## src/pps_pkg.sv

```systemverilog
// Purpose: Shared constants for the parallel port and combined status block
// Assumes: APB slave with 32-bit data, one aligned word per register
// Notes:   Register map, field positions and reset values live here
`default_nettype none

package pps_pkg;

    // Widths
    localparam int PPS_PORT_W = 8;               // Port line count
    localparam int PPS_ADDR_W = 8;               // APB address width
    localparam int PPS_DATA_W = 32;              // APB data width

    // Register byte offsets
    localparam logic [PPS_ADDR_W-1:0] OFS_STATUS    = 8'h00;
    localparam logic [PPS_ADDR_W-1:0] OFS_CONTROL   = 8'h04;
    localparam logic [PPS_ADDR_W-1:0] OFS_DIRECTION = 8'h08;
    localparam logic [PPS_ADDR_W-1:0] OFS_DATA      = 8'h0C;
    localparam logic [PPS_ADDR_W-1:0] OFS_TIMER_CTL = 8'h10;

    // Combined status fields
    localparam int STS_TIMER     = 0;            // Timer flag
    localparam int STS_STROBE    = 1;            // Strobe line flag
    localparam int STS_AUX       = 2;            // Aux line flag
    localparam int STS_UNUSED_LO = 3;            // Unused field low end
    localparam int STS_UNUSED_HI = 6;            // Unused field high end
    localparam int STS_COMPOSITE = 7;            // Composite flag

    // Port control fields
    localparam int PCR_IRQ_EN    = 0;            // Strobe irq enable
    localparam int PCR_EDGE_NEG  = 1;            // Strobe falling edge select
    localparam int PCR_LATCH_SEL = 2;            // Input latch select
    localparam int PCR_AUX_CTL   = 3;            // Aux irq enable / output level
    localparam int PCR_AUX_EDGE  = 4;            // Aux edge / output mode
    localparam int PCR_AUX_DIR   = 5;            // Aux line is an output
    localparam int PCR_UNUSED    = 6;            // No function
    localparam int PCR_SOFT_RST  = 7;            // Port soft reset

    // Timer control fields
    localparam int TCR_RESET     = 0;            // Timer internal reset
    localparam int TCR_INTERVAL  = 3;            // Time-interval mode
    localparam int TCR_IRQ_EN    = 6;            // Timer irq enable

    // Reset values
    localparam logic [7:0] PCR_RESET_VAL = 8'h80;
    localparam logic [7:0] TCR_RESET_VAL = 8'h00;
    localparam logic [7:0] ZERO_BYTE     = 8'h00;
    localparam logic [3:0] ZERO_NIBBLE   = 4'h0;
    localparam logic [PPS_DATA_W-1:0] ZERO_WORD = 32'h0000_0000;

endpackage : pps_pkg

`default_nettype wire

```

## src/pps_parallel_port.sv

```systemverilog
// Purpose: Eight-line parallel port with latch, soft reset and combined status
// Assumes: Timer core is same-clock logic that reports its events as pulses
// Notes:   Registers on APB, zero wait states, all outputs from flip-flops
//
// Operation
// - Each register has its own address
// - Status is read-only, flags set by sources
// - Composite set by any enabled flag, any order
// - Composite and irq clear when enabled flags clear
// - Timer reset clears timer flag
// - Counter initialisation clears timer flag
// - Latch write clears timer flag in interval mode
// - Counter read clears only if status showed flag
// - Status bits 3 to 6 read zero
// - Direction bit high means output line
// - Data write changes only output bits
// - Input reads pins or latched strobe capture
// - Control bit 2 selects input latch
// - Soft reset holds data, direction, port flags clear
// - Soft reset set by reset, cleared by write
// - Strobe edge polarity chosen by control bit 1
// - Strobe edge sets flag; bit 0 enables irq
// - Port flag clears on seen-then-data access
// - Track flag state at last status read
// - Control bit 6 has no function
//
// Decided for this implementation: the APB register port and the register addresses.
`default_nettype none

module pps_parallel_port
    import pps_pkg::*;
#(
    parameter int PORT_W = PPS_PORT_W          // Port line count
) (
    // Clock, reset and enable
    input  wire  logic                  clock,
    input  wire  logic                  reset_n,
    input  wire  logic                  clockEnable,
    // APB slave
    input  wire  logic                  psel,
    input  wire  logic                  penable,
    input  wire  logic                  pwrite,
    input  wire  logic [PPS_ADDR_W-1:0] paddr,
    input  wire  logic [PPS_DATA_W-1:0] pwdata,
    output logic       [PPS_DATA_W-1:0] prdata,
    output logic                        pready,
    output logic                        pslverr,
    // Port lines, split into input, output and enable
    input  wire  logic [PORT_W-1:0]     portLinesIn,
    output logic       [PORT_W-1:0]     portLinesOut,
    output logic       [PORT_W-1:0]     portLinesOe,
    // Strobe and aux control lines
    input  wire  logic                  strobeIrqInput,
    input  wire  logic                  auxControlIn,
    output logic                        auxControlOut,
    output logic                        auxControlOe,
    // Timer core events, same clock
    input  wire  logic                  timerTimeout,
    input  wire  logic                  timerInitStart,
    input  wire  logic                  timerLatchWrite,
    input  wire  logic                  timerCounterRead,
    output logic       [7:0]            timerControl,
    // Interrupt
    output logic                        irqN
);

    // Whole block state in one record
    typedef struct packed {
        logic [7:0]            port_control;            // Port control
        logic [7:0]            timer_control;            // Timer control
        logic [PORT_W-1:0]     ddr;            // Line direction
        logic [PORT_W-1:0]     port_data;            // Output data
        logic [PORT_W-1:0]     latchVal;       // Captured inputs
        logic                  latchFull;      // Capture held
        logic                  timerFlag;      // Timer flag
        logic                  strobeFlag;     // Strobe flag
        logic                  auxFlag;        // Aux flag
        logic                  seenTimer;      // Timer flag at last status read
        logic                  seenStrobe;     // Strobe flag at last status read
        logic                  seenAux;        // Aux flag at last status read
        logic [PORT_W-1:0]     pinSync1;       // Pin sync first stage
        logic [PORT_W-1:0]     pinSync2;       // Pin sync second stage
        logic                  strobeSync1;    // Strobe sync first stage
        logic                  strobeSync2;    // Strobe sync second stage
        logic                  strobePrev;     // Strobe edge history
        logic                  auxSync1;       // Aux sync first stage
        logic                  auxSync2;       // Aux sync second stage
        logic                  auxPrev;        // Aux edge history
        logic                  auxOut;         // Aux line drive level
        logic                  irqN;           // Interrupt, active low
        logic                  pready;         // Access-phase answer
        logic                  pslverr;        // Unmapped address
        logic [PPS_DATA_W-1:0] prdata;         // Read data
    } pps_state_t;

    pps_state_t st;                            // Registered state
    pps_state_t next_st;                       // Next state

    // Decoded bus and event terms
    logic              setupPhase;             // First cycle of a transfer
    logic              accessDone;             // Access completes this edge
    logic              hitStatus;              // Address decodes
    logic              hitControl;
    logic              hitDirection;
    logic              hitData;
    logic              hitTimerCtl;
    logic              mapped;                 // Any register hit
    logic              dataWrite;              // Data register write
    logic              dataRead;               // Data register read
    logic              dataAccess;             // Read or write of data
    logic              statusRead;             // Status register read
    logic              strobeEdge;             // Active strobe transition
    logic              auxEdge;                // Active aux transition
    logic              clrStrobe;              // Seen-then-access clears
    logic              clrAux;
    logic              clrTimer;
    logic              compositeNow;           // Composite from current state
    logic [PORT_W-1:0] pinView;                // Live or latched inputs
    logic [PORT_W-1:0] dataView;               // Data register read value
    logic [7:0]        statusView;             // Status register read value

    // Next-state logic for the whole block
    always_comb begin
        next_st = st;

        // Two-stage synchronisers on the port line, strobe and aux inputs
        next_st.pinSync1    = portLinesIn;
        next_st.pinSync2    = st.pinSync1;
        next_st.strobeSync1 = strobeIrqInput;
        next_st.strobeSync2 = st.strobeSync1;
        next_st.strobePrev  = st.strobeSync2;
        next_st.auxSync1    = auxControlIn;
        next_st.auxSync2    = st.auxSync1;
        next_st.auxPrev     = st.auxSync2;

        // Address decode, one word per register
        hitStatus    = (paddr == OFS_STATUS);
        hitControl   = (paddr == OFS_CONTROL);
        hitDirection = (paddr == OFS_DIRECTION);
        hitData      = (paddr == OFS_DATA);
        hitTimerCtl  = (paddr == OFS_TIMER_CTL);
        mapped = hitStatus | hitControl | hitDirection | hitData | hitTimerCtl;

        // Effects only at the completing access edge
        setupPhase = psel & ~penable;
        accessDone = psel & penable & st.pready;
        dataWrite  = accessDone & pwrite & hitData;
        dataRead   = accessDone & ~pwrite & hitData;
        dataAccess = dataWrite | dataRead;
        statusRead = accessDone & ~pwrite & hitStatus;

        // Edge select, high picks the falling edge
        strobeEdge = st.port_control[PCR_EDGE_NEG] ?
                     (st.strobePrev & ~st.strobeSync2) :
                     (~st.strobePrev & st.strobeSync2);
        // Aux line only raises flags while it is an input
        auxEdge = ~st.port_control[PCR_AUX_DIR] & (st.port_control[PCR_AUX_EDGE] ?
                  (st.auxPrev & ~st.auxSync2) :
                  (~st.auxPrev & st.auxSync2));

        // Read views; a held capture masks live input pins
        pinView = (st.port_control[PCR_LATCH_SEL] & st.latchFull) ?
                  st.latchVal : st.pinSync2;
        dataView = (st.ddr & st.port_data) | (~st.ddr & pinView);
        compositeNow = (st.timerFlag & st.timer_control[TCR_IRQ_EN]) |
                       (st.strobeFlag & st.port_control[PCR_IRQ_EN]) |
                       (st.auxFlag & st.port_control[PCR_AUX_CTL] & ~st.port_control[PCR_AUX_DIR]);
        statusView = {compositeNow, ZERO_NIBBLE,
                      st.auxFlag, st.strobeFlag, st.timerFlag};

        // Bus answer: data sampled in setup, ready in access
        next_st.pready = setupPhase;
        if (setupPhase) begin
            next_st.pslverr = ~mapped;
            next_st.prdata  = ZERO_WORD;
            if (!pwrite) begin
                if (hitStatus) begin
                    next_st.prdata[7:0] = statusView;
                end else if (hitControl) begin
                    next_st.prdata[7:0] = st.port_control;
                end else if (hitDirection) begin
                    next_st.prdata[PORT_W-1:0] = st.ddr;
                end else if (hitData) begin
                    next_st.prdata[PORT_W-1:0] = dataView;
                end else if (hitTimerCtl) begin
                    next_st.prdata[7:0] = st.timer_control;
                end
            end
        end else if (accessDone) begin
            next_st.pslverr = 1'b0;
        end

        // Register writes; status has no write path
        if (accessDone & pwrite) begin
            if (hitControl) begin
                next_st.port_control = pwdata[7:0];
                next_st.port_control[PCR_UNUSED] = 1'b0;
            end
            if (hitTimerCtl) begin
                next_st.timer_control = pwdata[7:0];
            end
            if (hitDirection) begin
                next_st.ddr = pwdata[PORT_W-1:0];
            end
            if (hitData) begin
                // Input bits keep their stored value
                next_st.port_data = (pwdata[PORT_W-1:0] & st.ddr) |
                              (st.port_data & ~st.ddr);
            end
        end

        // Input latch: a read releases, an edge captures if free
        if (dataRead | ~st.port_control[PCR_LATCH_SEL]) begin
            next_st.latchFull = 1'b0;
        end
        if (st.port_control[PCR_LATCH_SEL] & strobeEdge & (~st.latchFull | dataRead)) begin
            next_st.latchVal  = st.pinSync2;
            next_st.latchFull = 1'b1;
        end

        // Port flags: a new edge wins over a same-cycle clear
        clrStrobe = dataAccess & st.seenStrobe;
        clrAux    = dataAccess & st.seenAux;
        next_st.strobeFlag = strobeEdge | (st.strobeFlag & ~clrStrobe);
        next_st.auxFlag    = auxEdge | (st.auxFlag & ~clrAux);
        if (clrStrobe) begin
            next_st.seenStrobe = 1'b0;
        end
        if (clrAux) begin
            next_st.seenAux = 1'b0;
        end

        // Timer flag clears, timeout still wins
        clrTimer = timerInitStart |
                   (timerLatchWrite & st.timer_control[TCR_INTERVAL]) |
                   (timerCounterRead & st.seenTimer);
        next_st.timerFlag = timerTimeout | (st.timerFlag & ~clrTimer);
        if (timerCounterRead & st.seenTimer) begin
            next_st.seenTimer = 1'b0;
        end

        // Snapshot of what the status read returned
        if (statusRead) begin
            next_st.seenTimer  = st.prdata[STS_TIMER];
            next_st.seenStrobe = st.prdata[STS_STROBE];
            next_st.seenAux    = st.prdata[STS_AUX];
        end

        // Timer reset holds the flag low, it overrides a timeout
        if (st.timer_control[TCR_RESET]) begin
            next_st.timerFlag = 1'b0;
            next_st.seenTimer = 1'b0;
        end

        // Soft reset holds the port cleared, other control bits stay
        if (next_st.port_control[PCR_SOFT_RST]) begin
            next_st.ddr        = '0;
            next_st.port_data        = '0;
            next_st.strobeFlag = 1'b0;
            next_st.auxFlag    = 1'b0;
            next_st.seenStrobe = 1'b0;
            next_st.seenAux    = 1'b0;
            next_st.latchFull  = 1'b0;
        end

        // Aux line drive modes
        unique case ({next_st.port_control[PCR_AUX_EDGE], next_st.port_control[PCR_AUX_CTL]})
            2'b11, 2'b10: begin
                // Programmable level
                next_st.auxOut = next_st.port_control[PCR_AUX_CTL];
            end
            2'b01: begin
                // One-cycle low acknowledge after a data access
                next_st.auxOut = ~dataAccess;
            end
            2'b00: begin
                // Follows the strobe flag one cycle later, driven low after it clears
                next_st.auxOut = st.strobeFlag;
            end
        endcase

        // Composite from the next flags and enables
        next_st.irqN = ~((next_st.timerFlag & next_st.timer_control[TCR_IRQ_EN]) |
                         (next_st.strobeFlag & next_st.port_control[PCR_IRQ_EN]) |
                         (next_st.auxFlag & next_st.port_control[PCR_AUX_CTL] &
                          ~next_st.port_control[PCR_AUX_DIR]));
    end

    // State register; soft reset bit comes up set
    always_ff @(posedge clock or negedge reset_n) begin
        if (!reset_n) begin
            st      <= '0;
            st.port_control  <= PCR_RESET_VAL;
            st.timer_control  <= TCR_RESET_VAL;
            st.irqN <= 1'b1;
            st.auxOut <= 1'b1;
        end else if (clockEnable) begin
            st <= next_st;
        end
    end

    // Outputs straight from state
    assign prdata        = st.prdata;
    assign pready        = st.pready;
    assign pslverr       = st.pslverr;
    assign portLinesOut  = st.port_data;
    assign portLinesOe   = st.ddr;
    assign auxControlOut = st.auxOut;
    assign auxControlOe  = st.port_control[PCR_AUX_DIR];
    assign timerControl  = st.timer_control;
    assign irqN          = st.irqN;
endmodule : pps_parallel_port

`default_nettype wire

```

## config.mk

```make
export PLATFORM = sky130hd
export DESIGN_NAME = pps_parallel_port
export DESIGN_NICKNAME = d
export VERILOG_FILES = /design/src/pps_pkg.sv /design/src/pps_parallel_port.sv
export SDC_FILE = /design/constraint.sdc
export NUM_CORES = 1
export LEC_CHECK = 0
export BUFFER_PORTS_ARGS = -buffer_cell sky130_fd_sc_hd__buf_2
export CELL_PAD_IN_SITES_DETAIL_PLACEMENT = 0
export CELL_PAD_IN_SITES_GLOBAL_PLACEMENT = 1
export CORE_MARGIN = 3
export CORE_UTILIZATION = 41
export DETAILED_ROUTE_END_ITERATION = 10
export PLACE_DENSITY = 0.93
export RECOVER_POWER = 25
export SYNTH_ARGS = -nofsm -noshare
export SYNTH_HDL_FRONTEND = slang
export SYNTH_SLANG_ARGS = --single-unit
```

## constraint.sdc

```tcl
create_clock -name clock -period 2.28 [get_ports clock]
set_input_delay 0.342 -clock clock [delete_from_list [all_inputs] [get_ports clock]]
set_output_delay 0.342 -clock clock [all_outputs]
set_load 0.005 [all_outputs]
```

Word level (Yosys, flattened, before mapping)
Cells that the tools add are included.
{"block": "op_classes", "muxes": 29, "reduce_logical": 22, "n_bitwise": 70, "n_eq_ne": 7}
{"op": "$mux W8", "n": 11}
{"op": "$and A8 B8 Y8", "n": 4}
{"op": "$mux W32", "n": 1}
{"op": "$and A1 B1 Y1", "n": 31}
{"op": "$eq A8 B4 Y1 const B", "n": 2}
{"op": "$mux W16", "n": 1}
{"op": "$not A1 Y1", "n": 16}
{"op": "$or A1 B1 Y1", "n": 16}
{"op": "$or A8 B8 Y8", "n": 2}
{"op": "$reduce_and A2 Y1", "n": 7}
{"op": "$mux W1", "n": 12}
{"op": "$reduce_and A3 Y1", "n": 4}
{"op": "$reduce_bool A3 Y1", "n": 4}
{"op": "$eq A8 B3 Y1 const B", "n": 1}
{"op": "$eq A8 B5 Y1 const B", "n": 1}
{"op": "$logic_not A8 Y1", "n": 1}
{"op": "$not A8 Y8", "n": 1}
{"op": "$reduce_bool A2 Y1", "n": 4}
{"op": "$eq A2 B2 Y1 const B", "n": 2}
{"op": "$mux W2", "n": 2}
{"op": "$mux W3", "n": 1}
{"op": "$pmux W1 S3", "n": 1}
{"op": "$eq A2 B1 Y1 const B", "n": 1}
{"op": "$logic_not A2 Y1", "n": 1}
{"op": "$reduce_or A2 Y1", "n": 1}
{"block": "totals", "wordCells": 155, "out_inout_bits": 61, "reg_bits": 80, "in_bits": 60}

Depth between registers and ports, before layout
{"block": "logic_depth", "depth_word": 14, "depth_mapped": 8, "depth_no_buf": 5}

Worst setup path before layout
OpenSTA, ideal clock, no wires.
{"block": "synth_timing", "path_type": "input to register", "from": "in paddr[4]", "to": "reg st[65] (netlist name)", "n_path_buf": 1, "setup_ns": 0.125, "arrival_time_ns": 1.962, "required_ns": 2.155, "stages": 5, "slack_ns": 0.193, "path_cell_list": "or4_4 buf_6 nor4_1 o2111ai_2 mux2_2"}
{"block": "synth_between", "elab_chain_len": 5}
{"element": "start: declaration", "line_no": "pps_parallel_port.sv:43", "source": "input wire logic [PPS_ADDR_W-1:0] paddr,"}
{"element": "$eq A8 B4 Y1", "line_no": "pps_parallel_port.sv:140", "source": "hitData = (paddr == OFS_DATA);"}
{"element": "$and A1 B1 Y1", "line_no": "pps_parallel_port.sv:148", "source": "dataRead = accessDone & ~pwrite & hitData;"}
{"element": "$or A1 B1 Y1", "line_no": "pps_parallel_port.sv:216", "source": "if (st.port_control[PCR_LATCH_SEL] & strobeEdge & (~st.latchFull | dataRead)) begin"}
{"element": "$and A1 B1 Y1", "line_no": "pps_parallel_port.sv:216"}
{"element": "$reduce_and A2 Y1 (no source line)"}
{"element": "end signal: assignment", "line_no": "pps_parallel_port.sv:298", "source": "st <= next_st;"}
{"element": "end: declaration", "line_no": "pps_parallel_port.sv:96", "source": "pps_state_t st;"}
No other way between the ends.
A chain may end at the register's enable or synchronous reset.

Worst setup path after layout
{"block": "layout_timing", "from": "in clockEnable", "to": "reg st[39] (netlist name)"}
{"element": "start: declaration", "line_no": "pps_parallel_port.sv:38", "source": "input wire logic clockEnable,"}
No word-level cell between the ends.

==> metrics <==
status=finished, final reports clean; Ys Warns=0; clock latency at the later pin of the worst-skew pair=0.36 ns; Tmin final=2.034 ns; clock tree from TritonCTS=built; Seq/Total Area, Yosys=0.4475; share of the synthesized area in the top cell type=0.4299; Resized Gates After CTS=0; power consumption=2.934 mW; Critical Path Sink Type=flop; die area=12,220 um^2; Vias/cell=5.697; dpl hpwl=8.390 mm; gr usage total=0.1841; remaining antenna violation count=0; RePlAce Congestion=0.9235; final instance area=4985 um^2; clock sinks=80; final critical-path share of the clock period=0.8922; RSZ-0062 raised after global routing=false; drt wl/cell=17.98 um; Clock Path Buffers=2; H-tree depth=3; Crit Path Category=in -> reg; total of max-cap violations=0; vias in the first global route=3,465; Layout Skew=0.007185 ns; core box area=10,460 um^2; peak supply drop=0.5081 mV; DRC=0; Initial Util=0.4284; Remaining Overflow, GRT=0; Hold WC Path Type=in -> reg; 1st-iter DRT viols=343; Mapped Cells=427; static leakage=2.312 nW; FF+latch count, synth=80; via count=3,555; most frequent cells in the layout=dfrtp_1, buf_2, mux2_2; root buf cell=clkbuf_8; ranking of synthesized cells by area=dfrtp_1, mux2_2, buf_4, o21ai_0, nand4_1; total length of routed wires=11.22 mm; antenna violations before repair=0; num rows=37; Final Hold Vio Count=0; Yosys top cell by area=dfrtp_1; DP Area=4775 um^2; Relative slew margins=0.2124; Num CTS Buffers=9; Distinct cells, synth=52; Layout Cells excl Fill=624; clock-pin slew on the worst setup and hold paths=0.09 ns; commonest non-fill, non-tap cell in the layout=dfrtp_1; placed instance count=607; DR pass1 iterations=5; # setup viols final=0; syn_area_per_cell=10.50 um^2; Area Overhead vs Synth=11.22%; IO Port Bufs=72; Nets=543; global-route wire length before repair=18.16 mm; Ports=121; share of cells above drive strength 1=0.3627; ANT cells=0; largest net degree at the start of global routing=47; power per standard cell area=588.7 nW/um^2; crit path max fanout=23; Crit path arrival time=2.27 ns; Final Max Slew Viols=0; CP required=2.52 ns; Die X=110.6 um; pin slew with the least headroom to its limit=1.181 ns; Critical Path Source Type=input port; fmax=491.6 MHz; Die Y=110.6 um; Mapped Area=4482 um^2
==> critical path, stage by stage <==
cell	delay (ns)
clkbuf_1	0.20
clkbuf_2	0.37
clkbuf_1	0.91
mux2_2	0.43
==> metrics by stage <==
stage	setup WS (ns)	utilization	hold WS [ns]	TNS (ns)
final	0.2457	0.4764	0.2105	0
after CTS	0.2532	0.4774	0.1967	0
after detailed placement	-0.04515	0.4564	0.3870	-0.2818
after global placement	0.006498	0.4564	0.3716	0
after floorplan	0.1934	-	0.04641	0
after global routing	0.07411	0.4764	0.1911	0
==> repair_timing <==
action	in CTS	in global routing
hold endpoints to repair	25	0
hold buffers	1	0
setup buffers	0	0
==> synth_stat cells, drive strengths merged <==
cell,number
nor2b,2
mux2,54
o21a,1
o2111ai,1
o31ai,4
o21ai,33
buf,62
a21oi,17
a22o,5
o22ai,14
nand2,18
nand3,8
nand3b,1
a222oi,3
and2,2
and3,1
nand4,17
nand2b,1
a32o,4
or4,1
and3b,2
or2,2
dfrtp,77
a211oi,4
a22oi,6
nor3b,2
and4,1
or3b,1
a21boi,2
nor2,12
nand4b,2
dfstp,3
nor4,3
o41ai,1
a32oi,1
o2bb2ai,2
or3,3
clkbuf,12
nor3,9
a31oi,3
nor4b,2
mux2i,3
inv,24
conb,1
==> power breakdown <==
| group | switching [mW] | internal [mW] | total [mW] | leakage, nW |
|---|---|---|---|---|
| Clock | 0.559 | 0.549 | 1.11 | 0.104 |
| Combinational | 0.166 | 0.125 | 0.291 | 1.26 |
| Sequential | 0.0486 | 1.49 | 1.54 | 0.947 |
| Total | 0.773 | 2.16 | 2.93 | 2.31 |
==> cell families (layout without fill, tap and decap cells) <==
family,count (synthesis),count (layout),share of synthesized area
AO/OA/AOI/OAI,101,101,0.1530
buffers and inverters,98,136,0.1399
AND/OR/NAND/NOR,90,90,0.1164
flip-flops,80,80,0.4475
multiplexers,57,57,0.1424
other,1,24,0.0008367
==> layout make-up <==
cell class,instances,area [um^2]
inverters,24,90.09
clock buffers,10,137.6
flip-flops and latches,80,2006
multi-input cells,272,1936
fillers,1010,5478
clock inverters,6,72.57
well taps,136,170.2
repair buffers,96,573.1
==> registers in the layout (all words and copies together) (netlist names) <==
signal         cells
st                31
next_st           12
portLinesOe        8
portLinesOut       8
prdata             8
timerControl       8
auxControlOe       1
auxControlOut      1
irqN               1
pready             1
pslverr            1
==> routing by layer <==
layer  wire, um  GRT usage
met5          0          0
met4        316    0.05829
met2       5262     0.2872
met1       4806     0.2512
met3        836    0.04712
==> final timing paths <==
path	cells past startpoint	end	start	slack [ns]
setup / recovery	4	st[39]	clockEnable	0.25
hold / removal	2	next_st[45]	portLinesIn[3]	0.21
setup reg to reg	6	st[59]	pready	0.25
hold reg to reg	1	auxControlOut	auxControlOut	0.48
max in group asynchronous	3	st[104]	reset_n	0.71
min in group asynchronous	2	next_st[40]	reset_n	0.73
(Power assumes the default switching activity.)
